`config.mk`:
```
export PLATFORM = sky130hd
export DESIGN_NAME = cbr_bus_glue
export DESIGN_NICKNAME = d
export VERILOG_FILES = /design/src/cbr_pkg.sv /design/src/cbr_bus_glue.sv
export SDC_FILE = /design/constraint.sdc
export NUM_CORES = 1
export LEC_CHECK = 0
export ABC_CLOCK_PERIOD_IN_PS = 1400
export BUFFER_PORTS_ARGS = -buffer_cell sky130_fd_sc_hd__buf_4
export CAP_MARGIN = 20
export CORE_MARGIN = 5
export CORE_UTILIZATION = 44
export CTS_CLUSTER_SIZE = 30
export DETAILED_ROUTE_END_ITERATION = 6
export GPL_TIMING_DRIVEN = 0
export HOLD_SLACK_MARGIN = 0.03
export PLACE_DENSITY_LB_ADDON = 0.12
export SKIP_LAST_GASP = 1
export SYNTH_ARGS = -nofsm -noshare
export SYNTH_HDL_FRONTEND = slang
export SYNTH_SLANG_ARGS = --single-unit
export TNS_END_PERCENT = 10
```
`constraint.sdc`:
```
create_clock -name clk -period 1.4 [get_ports clk]
set_input_delay 0.14 -clock clk [delete_from_list [all_inputs] [get_ports clk]]
set_output_delay 0.14 -clock clk [all_outputs]
set_load 0.01 [all_outputs]
```
`src/cbr_pkg.sv`:
```
/*
 Shared constants for the processor bus glue: state codes, cycle types,
 restart opcode layout and reset values.
 Assumes the processor state and cycle encodings below match the part.
*/
`default_nettype none
package cbr_pkg;
   // ************************************************************
   // Processor state code values
   // ************************************************************
   localparam logic [2:0] ST_WAIT  = 3'h0;
   localparam logic [2:0] ST_T2    = 3'h1;
   localparam logic [2:0] ST_T1    = 3'h2;
   localparam logic [2:0] ST_ACK   = 3'h3;
   localparam logic [2:0] ST_T3    = 3'h4;
   localparam logic [2:0] ST_T5    = 3'h5;
   localparam logic [2:0] ST_HALT  = 3'h6;
   localparam logic [2:0] ST_T4    = 3'h7;

   // ************************************************************
   // Decoded timing state
   // ************************************************************
   typedef enum {
      CBR_T1, CBR_T2, CBR_T3, CBR_T4, CBR_T5,
      CBR_ACK, CBR_HALT, CBR_WAIT
   } cbr_state_t;

   // ************************************************************
   // Cycle type bits (bit 7, bit 6)
   // ************************************************************
   localparam logic [1:0] CYC_FETCH = 2'h0;
   localparam logic [1:0] CYC_READ  = 2'h1;
   localparam logic [1:0] CYC_PORT  = 2'h2;
   localparam logic [1:0] CYC_WRITE = 2'h3;
   localparam int         CYC_POS   = 6;
   localparam int         HIGH_BITS = 6;

   // ************************************************************
   // Restart opcode layout: 00 aaa 101
   // ************************************************************
   localparam logic [2:0] RST_LOW   = 3'h5;
   localparam logic [1:0] RST_TOP   = 2'h0;

   // ************************************************************
   // Reset values
   // ************************************************************
   localparam logic [7:0]  RST_BYTE   = 8'h00;
   localparam logic [13:0] RST_ADDR   = 14'h0000;
   localparam logic [1:0]  RST_CYCLE  = 2'h0;
endpackage
`default_nettype wire

```
`src/cbr_bus_glue.sv`:
```
/*
 Processor bus glue: state decode, address latches, bus gating, strobes
 and the restart interrupt controller.
 Assumes every input is synchronous to clk, the processor clocks are
 slow against clk, and bus wires are resolved outside from the enables.
*/
`timescale 1ns/10ps
`default_nettype none
module cbr_bus_glue #(
   parameter int ADDR_W = 14
) (
   input  wire  logic              clk,
   input  wire  logic              rstn,
   input  wire  logic [2:0]        state_code,
   input  wire  logic              half_state_marker,
   input  wire  logic              phase_two_clock,
   input  wire  logic              read_clock,
   input  wire  logic              read_instr,
   input  wire  logic [7:0]        cpu_data_out,
   input  wire  logic [7:0]        input_bus,
   input  wire  logic              processor_owns_bus,
   input  wire  logic              foreign_master_n,
   input  wire  logic              ext_irq_n,
   input  wire  logic              power_on_clear,
   input  wire  logic              slow_tick,
   input  wire  logic [2:0]        restart_select_n,
   output var   logic [7:0]        timing_state,
   output var   logic [ADDR_W-1:0] address_bus_out,
   output var   logic              address_bus_oe,
   output var   logic [1:0]        cycle_type_bits,
   output var   logic              port_cycle_n,
   output var   logic [7:0]        cpu_data_in,
   output var   logic              input_enable,
   output var   logic [7:0]        output_bus,
   output var   logic              output_bus_oe,
   output var   logic              cpu_interrupt,
   output var   logic              cpu_ready,
   output var   logic              realigned_half_marker_n,
   output var   logic              fetch_strobe_n,
   output var   logic              mem_direction,
   output var   logic              interrupt_sample_strobe
);

   // ************************************************************
   // State decode
   // ************************************************************
   cbr_pkg::cbr_state_t state;
   cbr_pkg::cbr_state_t prev_state;
   logic                in_t2_or_wait;
   logic                late_t2_or_wait;
   logic                is_t3;
   logic                owns;

   always_comb begin
      case (state_code)
         cbr_pkg::ST_T1:   state = cbr_pkg::CBR_T1;
         cbr_pkg::ST_T2:   state = cbr_pkg::CBR_T2;
         cbr_pkg::ST_T3:   state = cbr_pkg::CBR_T3;
         cbr_pkg::ST_T4:   state = cbr_pkg::CBR_T4;
         cbr_pkg::ST_T5:   state = cbr_pkg::CBR_T5;
         cbr_pkg::ST_ACK:  state = cbr_pkg::CBR_ACK;
         cbr_pkg::ST_HALT: state = cbr_pkg::CBR_HALT;
         default:          state = cbr_pkg::CBR_WAIT;
      endcase
   end

   assign in_t2_or_wait   = (state == cbr_pkg::CBR_T2) || (state == cbr_pkg::CBR_WAIT);
   assign late_t2_or_wait = in_t2_or_wait && half_state_marker;
   assign is_t3           = (state == cbr_pkg::CBR_T3);
   assign owns            = processor_owns_bus && foreign_master_n;

   // Previous state for entry and exit detection
   always_ff @(posedge clk or negedge rstn) begin
      if (!rstn) begin
         prev_state <= cbr_pkg::CBR_T1;
      end else begin
         prev_state <= state;
      end
   end

   logic enter_ack;
   logic enter_halt;
   logic enter_t3;
   logic leave_t3;

   assign enter_ack  = (state == cbr_pkg::CBR_ACK) && (prev_state != cbr_pkg::CBR_ACK);
   assign enter_halt = (state == cbr_pkg::CBR_HALT) && (prev_state != cbr_pkg::CBR_HALT);
   assign enter_t3   = is_t3 && (prev_state != cbr_pkg::CBR_T3);
   assign leave_t3   = !is_t3 && (prev_state == cbr_pkg::CBR_T3);

   always_ff @(posedge clk or negedge rstn) begin
      if (!rstn) begin
         timing_state <= cbr_pkg::RST_BYTE;
      end else begin
         timing_state <= 8'h01 << state;
      end
   end

   // ************************************************************
   // Address latches
   // ************************************************************
   localparam int HIGH_W = cbr_pkg::HIGH_BITS;
   logic [7:0]          addr_low;
   logic [HIGH_W-1:0]   addr_high;
   logic [7:0]          next_low;
   logic [HIGH_W-1:0]   next_high;

   // Bus shows a captured byte in the same clock as its latch
   assign next_low  = ((state == cbr_pkg::CBR_T1) || (state == cbr_pkg::CBR_ACK)) ?
                      cpu_data_out : addr_low;
   assign next_high = (state == cbr_pkg::CBR_T2) ? cpu_data_out[HIGH_W-1:0] : addr_high;

   // Low byte in T1 or acknowledge
   always_ff @(posedge clk or negedge rstn) begin
      if (!rstn) begin
         addr_low <= cbr_pkg::RST_BYTE;
      end else if ((state == cbr_pkg::CBR_T1) || (state == cbr_pkg::CBR_ACK)) begin
         addr_low <= cpu_data_out;
      end
   end

   // High bits and cycle type in T2
   always_ff @(posedge clk or negedge rstn) begin
      if (!rstn) begin
         addr_high       <= cbr_pkg::RST_ADDR[HIGH_W-1:0];
         cycle_type_bits <= cbr_pkg::RST_CYCLE;
      end else if (state == cbr_pkg::CBR_T2) begin
         addr_high       <= cpu_data_out[HIGH_W-1:0];
         cycle_type_bits <= cpu_data_out[cbr_pkg::CYC_POS +: 2];
      end
   end

   always_ff @(posedge clk or negedge rstn) begin
      if (!rstn) begin
         address_bus_out <= cbr_pkg::RST_ADDR[ADDR_W-1:0];
         address_bus_oe  <= 1'b0;
      end else begin
         address_bus_out <= ADDR_W'({next_high, next_low});
         address_bus_oe  <= owns;
      end
   end

   always_ff @(posedge clk or negedge rstn) begin
      if (!rstn) begin
         port_cycle_n <= 1'b1;
      end else begin
         port_cycle_n <= (cycle_type_bits != cbr_pkg::CYC_PORT);
      end
   end

   // ************************************************************
   // Output data bus
   // ************************************************************
   // Drive only while owner and no foreign master
   always_ff @(posedge clk or negedge rstn) begin
      if (!rstn) begin
         output_bus    <= cbr_pkg::RST_BYTE;
         output_bus_oe <= 1'b0;
      end else begin
         output_bus    <= cpu_data_out;
         output_bus_oe <= owns && (read_instr || late_t2_or_wait || is_t3);
      end
   end

   // ************************************************************
   // Strobes and reclocking
   // ************************************************************
   logic phase_two_prev;
   logic strobe_prev;
   logic strobe_lead;

   always_ff @(posedge clk or negedge rstn) begin
      if (!rstn) begin
         phase_two_prev <= 1'b0;
      end else begin
         phase_two_prev <= phase_two_clock;
      end
   end

   // Reclock marker on phase two rising edge
   // Marker may lag phase two by 700 ns, so take it at the next edge
   always_ff @(posedge clk or negedge rstn) begin
      if (!rstn) begin
         realigned_half_marker_n <= 1'b1;
      end else if (phase_two_clock && !phase_two_prev) begin
         realigned_half_marker_n <= !half_state_marker;
      end
   end

   // Sample strobe NAND of marker and phase two
   always_ff @(posedge clk or negedge rstn) begin
      if (!rstn) begin
         interrupt_sample_strobe <= 1'b1;
         strobe_prev             <= 1'b1;
      end else begin
         interrupt_sample_strobe <= !(half_state_marker && phase_two_clock);
         strobe_prev             <= interrupt_sample_strobe;
      end
   end

   // Leading edge is the fall of the active-low strobe
   assign strobe_lead = strobe_prev && !interrupt_sample_strobe;

   always_ff @(posedge clk or negedge rstn) begin
      if (!rstn) begin
         fetch_strobe_n <= 1'b1;
      end else begin
         fetch_strobe_n <= !(read_clock && late_t2_or_wait);
      end
   end

   // Direction low only for memory writes
   always_ff @(posedge clk or negedge rstn) begin
      if (!rstn) begin
         mem_direction <= 1'b1;
      end else begin
         mem_direction <= !(is_t3 && half_state_marker &&
                            (cycle_type_bits == cbr_pkg::CYC_WRITE));
      end
   end

   always_ff @(posedge clk or negedge rstn) begin
      if (!rstn) begin
         cpu_ready <= 1'b1;
      end else begin
         cpu_ready <= 1'b1;
      end
   end

   // ************************************************************
   // Interrupt request sources
   // ************************************************************
   logic ext_prev;
   logic tick_prev;
   logic poc_waiting;
   logic poc_fire;
   logic poc_source;
   logic request;
   logic ack;
   logic restart_gate;

   always_ff @(posedge clk or negedge rstn) begin
      if (!rstn) begin
         ext_prev  <= 1'b1;
         tick_prev <= 1'b1;
      end else begin
         ext_prev  <= ext_irq_n;
         tick_prev <= slow_tick;
      end
   end

   // Next low tick after clear fires power-on interrupt
   assign poc_fire = poc_waiting && !power_on_clear && tick_prev && !slow_tick;

   always_ff @(posedge clk or negedge rstn) begin
      if (!rstn) begin
         poc_waiting <= 1'b1;
      end else if (power_on_clear) begin
         poc_waiting <= 1'b1;
      end else if (poc_fire) begin
         poc_waiting <= 1'b0;
      end
   end

   // Remember power-on origin until restart is done
   always_ff @(posedge clk or negedge rstn) begin
      if (!rstn) begin
         poc_source <= 1'b0;
      end else if (power_on_clear) begin
         poc_source <= 1'b0;
      end else if (poc_fire) begin
         poc_source <= 1'b1;
      end else if (restart_gate && leave_t3) begin
         poc_source <= 1'b0;
      end
   end

   // External edge, halt entry or power-on fire set it, set wins over the T3 clear
   // Cleared at end of T3, and by power-on clear
   always_ff @(posedge clk or negedge rstn) begin
      if (!rstn) begin
         request <= 1'b0;
      end else if (power_on_clear) begin
         request <= 1'b0;
      end else if ((ext_prev && !ext_irq_n) || enter_halt || poc_fire) begin
         request <= 1'b1;
      end else if (leave_t3) begin
         request <= 1'b0;
      end
   end

   // Held until end of the acknowledge T3
   always_ff @(posedge clk or negedge rstn) begin
      if (!rstn) begin
         cpu_interrupt <= 1'b0;
      end else if (power_on_clear) begin
         cpu_interrupt <= 1'b0;
      end else if (strobe_lead && request) begin
         cpu_interrupt <= 1'b1;
      end else if (leave_t3 && restart_gate) begin
         cpu_interrupt <= 1'b0;
      end
   end

   // Set on acknowledge entry, cleared at T3 start
   always_ff @(posedge clk or negedge rstn) begin
      if (!rstn) begin
         ack <= 1'b0;
      end else if (power_on_clear) begin
         ack <= 1'b0;
      end else if (enter_ack) begin
         ack <= 1'b1;
      end else if (enter_t3) begin
         ack <= 1'b0;
      end
   end

   // Gate holds through the T3 that follows acknowledge
   always_ff @(posedge clk or negedge rstn) begin
      if (!rstn) begin
         restart_gate <= 1'b0;
      end else if (power_on_clear) begin
         restart_gate <= 1'b0;
      end else if (enter_t3) begin
         restart_gate <= ack;
      end else if (leave_t3) begin
         restart_gate <= 1'b0;
      end
   end

   // ************************************************************
   // Processor input path
   // ************************************************************
   logic [2:0] vector;
   logic [7:0] restart_op;

   // Eight vectors, lowest line forced inactive for power-on
   assign vector     = {restart_select_n[2:1], restart_select_n[0] | poc_source};
   assign restart_op = {cbr_pkg::RST_TOP, vector, cbr_pkg::RST_LOW};

   // Input only in T3; restart gates win while open
   always_ff @(posedge clk or negedge rstn) begin
      if (!rstn) begin
         input_enable <= 1'b0;
         cpu_data_in  <= cbr_pkg::RST_BYTE;
      end else begin
         input_enable <= is_t3;
         if (!is_t3) begin
            cpu_data_in <= cbr_pkg::RST_BYTE;
         end else if (restart_gate || (ack && enter_t3)) begin
            cpu_data_in <= restart_op;
         end else begin
            cpu_data_in <= input_bus;
         end
      end
   end

endmodule
`default_nettype wire

```
# After elaboration in Yosys (flattened, before gate mapping)
# Index checks and enable logic that the tools add are counted.
# op_classes
add_sub_neg,0
multipliers,0
div_mod_pow,0
n_lt_le_gt_ge,0
eq_ne,18
shift,1
mux,20
bitwise,1
reduce_logical,44
# ops
cell,count
== test 32 x 4 -> 1 bit (second input constant),3
== test 32 x 3 -> 1 bit (second input constant),2
inequality test 32 x 4 -> 1 bit (second input constant),2
== test 32 x 2 -> 1 bit (second input constant),1
zero test 32 bit,1
inequality test 32 x 3 -> 1 bit (second input constant),1
left shift 1 x 32 -> 8 bit (first input constant),1
2-to-1 mux 8 bit,3
case mux 3 bit (7 select lines),1
logical AND 1 bit,20
2-to-1 mux 1 bit,15
nonzero test 3 bit,5
== test 3 bit (second input constant),4
zero test 1 bit,10
logical OR 1 bit,7
== test 3 x 2 -> 1 bit (second input constant),2
2-to-1 mux 6 bit,1
== test 3 x 1 -> 1 bit (second input constant),1
== test 2 bit (second input constant),1
inequality test 2 bit (second input constant),1
nonzero test 2 bit,1
OR 1 bit,1
# totals
regBits,104
latchBits,0
ram_bits,0
rom_bits,0
input_bits,33
out_inout_bits,50
word_cells,110
mem_count,0

# Depth between registers and ports, before layout
# logic_depth
ltp_word,9
mapped_depth,7

# Worst setup path after synthesis
# Ideal clock, no wire load.
# synth_timing
path_kind,input to register
startpoint,in state_code[0]
endpoint,reg address_bus_out[0]
t_arrival_ns,1.720
t_required_ns,1.275
slack_ns,-0.445
path_stages,6
path_buffers,2
path_cell_list,fa_1 buf_2 and4b_1 or3_1 buf_6 mux2_4
# synth_via
elab_chain_len,5
word_cells_on_any_way,12
cone_classes,eq/ne: 8; mux: 2; reduce/logical: 2
# synth_rtl
element,line_no,rtl
"start, declared",cbr_bus_glue.sv:14,"input wire logic [2:0] state_code,"
== test 3 bit (tied with other cells),cbr_bus_glue.sv:55,case (state_code)
case mux 3 bit (7 select lines) *,cbr_bus_glue.sv:55,
== test 32 x 4 -> 1 bit / zero test 32 bit (equally long branches),cbr_bus_glue.sv:109,assign next_low = ((state == cbr_pkg::CBR_T1) || (state == cbr_pkg::CBR_ACK)) ?
logical OR 1 bit *,cbr_bus_glue.sv:109,
2-to-1 mux 8 bit *,-,
"end signal, assigned",cbr_bus_glue.sv:135,address_bus_out <= cbr_pkg::RST_ADDR[ADDR_W-1:0];
"end signal, assigned",cbr_bus_glue.sv:138,"address_bus_out <= ADDR_W'({next_high, next_low});"
"end, declared",cbr_bus_glue.sv:28,"output var logic [ADDR_W-1:0] address_bus_out,"
# Every way passes the cells marked *; elsewhere a longest branch is shown, timed or not.
# A chain may end at the register's enable or synchronous reset.

# Worst setup path after layout
# layout_timing
startpoint,in state_code[2]
endpoint,reg address_bus_out[2]
# Same word-level chain as after synthesis.

==> flow_summary.yaml <==
worst_setup_path:
  reg2reg_setup_slack_ns: -0.08
  cp-end-kind: "flop"
  required_ns: 1.62
  r2r-end: "cpu_data_in[3]"
  start_kind: "input pin"
  path_class: "in -> reg"
  rr_startpoint: "prev_state[0]"
  slowest_delay_ns: 0.49
  crit_chain: "buf_8, fa_1, buf_6, and4b_1, or3_4, mux2_4"
  cp.arrival_ns: 1.83
  rr_worst_depth: 3
  worstPathMaxFanout: 8
  crit_slowest_cell: "fa_1"
sta:
  fin_crit_sh_pct: 115.4
  worstMarginPinSlew_ns: 0.7333
  setup_slack_ns: -0.2149
  fin_skew_ns: 0.004542
  max_slew_margin_pct: 51.11
  maxSlewViolCount: 0
  finalCriticalPeriod_ns: 1.615
  whs_ns: 0.05818
  fmax_mhz: 619.2
  setup_viol: 21
  finalHoldViolCount: 0
  rsz0062_at_grt: "true"
synthesis:
  synth_mux_area_share_pct: 11.06
  synth_area_leader_cell: "dfrtp_1"
  synthesis.area_sq_um: 2263
  synth_top_cell_area_share_pct: 56.38
  synth-xor-area-share_pct: 0
  ys_types: 41
  syn-num-nets: 193
  yosys.area_share.adder_pct: 0.8845
  yosys_warnings: 0
  synth_compound_area_share_pct: 5.583
  synth_top_family_by_area: "simple AND/OR/NAND/NOR gates"
  synth_cells: 159
  ys_seq_area_share_pct: 66.83
  synth-seq-cells: 60
  synth_area_leaders: "dfrtp_1 (56%), dfstp_2 (10%), mux2_4 (5.3%)"
  avgSynthCellArea_sq_um: 14.24
  yosys.area_share.simple_pct: 11.28
pwr:
  pwr-share-comb_pct: 21.9
  vdd_drop_max_v: 0.0007026
  switching_share_pct: 27.10
  p_per_area_nw_per_um2: 1305
  power.share.sequential_pct: 47.1
  p_leak_nw: 1.661
  switchingPower_w: 0.001197
  clkPwrFrac_pct: 31.0
  p_int_w: 0.003218
clocking:
  cts.sinks: 60
  cts_buffers: 9
  tritoncts: "done"
  clk_latency_ns: 0.33
  cts-htree-levels: 3
  cts_root_buf: "clkbuf_8"
  clock_path_buffers: 2
  clkTransAtPathRegs_ns: 0.06
die:
  dieArea_sq_um: 6678
  core-area_sq_um: 5042
  die_w_microns: 81.72
  io_pins: 83
  rows: 26
  die_h_microns: 81.72
  start_util_pct: 44.89
final_layout:
  final_common_cell: "buf_4"
  area_growth_pct: 49.47
  fillers: 397
  n_antenna_cell: 0
  most-common-layout-cells: "buf_4 (83), dfrtp_1 (51), dlygate4sd3_1 (19)"
  fin_cells: 346
  drive_gt1_share_pct: 49.64
  layout.nets: 305
worst_hold_path:
  hold_depth: 3
  hold_end: "cpu_data_in[5]"
  hold_path_startpoint: "restart_select_n[2]"
  hold_class: "in -> reg"
detailed_routing:
  viasPerCell: 4.647
  first_pass_iters: 4
  drt_iter0_markers: 66
  drc: 0
  drt_wl_total_microns: 4915
  ant_nets: 0
  via_count: 1608
  wl_per_cell_microns: 14.21
placed_design:
  gp_congestion: 0.6972
  io_buffers: 81
  place_hpwl_microns: 3394
  pre_cts_ws_ns: -0.6309
  dpl.cell_count: 310
global_route:
  overflow: 0
  grt_pass1_wl_microns: 7776
  grt_max_degree: 61
  grt_pass1_vias: 1591
  antenna_found_initial: 0
  track_usage_pct: 16.00
outcome:
  status: "finished, violations left"
  violations: "setup timing"
run:
  drv_cap: 0
## stage by stage
stage	total power (W)	instance area, sq um	util [%]	setup TNS [ns]
after floorplan	0.002525	2270	-	-5.398
after global placement	0.003011	2965	58.81	-13.71
after detailed placement	0.003030	2965	58.81	-13.84
after CTS	0.004467	3357	66.58	-4.227
after global routing	0.004640	3383	67.10	-4.214
final	0.004415	3383	67.10	-2.589
## cell families (layout without fill, tap and decap cells)
kind of cell	count (synthesis)	after routing
adders and majority gates	1	1
DFF	60	60
and+or+nand+nor	41	41
other	1	1
AOI/OAI and AO/OA	19	19
buffers and inverters	17	134
muxes	20	20
## worst max-delay path, delay by kind of cell
family,cells,cell delay [ns]
mux,1,0.33
buf+inv,2,0.24
simple gates,2,0.62
fa+ha+maj,1,0.49
## power groups by stage
stage          Combinational (W)  Sequential [W]  Clock, W
2_1_floorplan           0.000332         0.00219         0
3_3_place_gp            0.000908         0.00210         0
3_5_place_dp            0.000922         0.00211         0
4_1_cts                 0.000976         0.00208   0.00141
5_1_grt                  0.00104         0.00210   0.00149
6_report                0.000965         0.00208   0.00137
## registers in the layout, indices dropped and copies added, names as in the netlist, 2 cells and up
register         count
address_bus_out     13
cpu_data_in          8
output_bus           8
timing_state         7
prev_state           3
cycle_type_bits      2
## cells in the mapped netlist
| cell type | count |
|---|---|
| and4b_1 | 1 |
| o31ai_1 | 2 |
| nor3_1 | 3 |
| clkinv_1 | 1 |
| fa_1 | 1 |
| o41ai_1 | 1 |
| nor4bb_2 | 1 |
| and3b_1 | 1 |
| and3_1 | 4 |
| and2_1 | 1 |
| nand2b_1 | 2 |
| inv_1 | 7 |
| o21ai_0 | 5 |
| nor4_1 | 1 |
| nor3b_1 | 3 |
| nor2_1 | 3 |
| a21o_1 | 2 |
| nand2_1 | 10 |
| a31oi_1 | 1 |
| conb_1 | 1 |
| a21oi_1 | 3 |
| or3b_1 | 1 |
| or3_1 | 1 |
| nand4b_1 | 2 |
| or4_1 | 1 |
| clkbuf_1 | 1 |
| dfrtp_1 | 51 |
| dfstp_2 | 9 |
| mux2_4 | 8 |
| buf_4 | 2 |
| a221oi_1 | 1 |
| nand4_1 | 1 |
| a21oi_2 | 1 |
| buf_2 | 4 |
| mux2_2 | 8 |
| buf_6 | 1 |
| o31a_1 | 1 |
| mux2i_1 | 4 |
| o21a_1 | 2 |
| buf_8 | 1 |
| nand3b_1 | 5 |
## cell type report
type	count	area [sq um]	share of cell area, %
well taps	70	87.58	2.589
repair buffers	103	835.8	24.70
clock inverters	6	40.04	1.183
clock buffers	10	137.6	4.068
plain buffers	7	62.56	1.849
multi-input cells	82	673.1	19.90
flip-flops and latches	60	1513	44.71
inverters	8	33.78	0.9985
## how the worst max path moves through the flow
stage / start / end / slack, ns / cells after the start
floorplan: state_code[0] / address_bus_out[0] / -0.44 / 6
global placement: state_code[1] / address_bus_out[3] / -0.63 / 7
detailed placement: state_code[1] / address_bus_out[4] / -0.63 / 7
CTS: state_code[0] / address_bus_out[2] / -0.25 / 7
global route: state_code[2] / address_bus_out[2] / -0.25 / 6
finish: state_code[2] / address_bus_out[2] / -0.21 / 6
## what timing repair did
item,4_1_cts,5_1_grt
hold buffers,19,0
endpoints found under the setup margin,20,24
resized for setup,4,7
cloned,0,0
setup buffers,1,2
pin swaps,2,5
endpoints found under the hold margin,75,0
## metal layers
metal	vias up	wire length [microns]	track usage, %
li1	773	-	-
met1	779	2144	19.91
met2	46	2370	24.39
met3	10	287	4.715
met4	0	114	9.967
met5	-	0	0
Power figures use the tool's default switching activity.
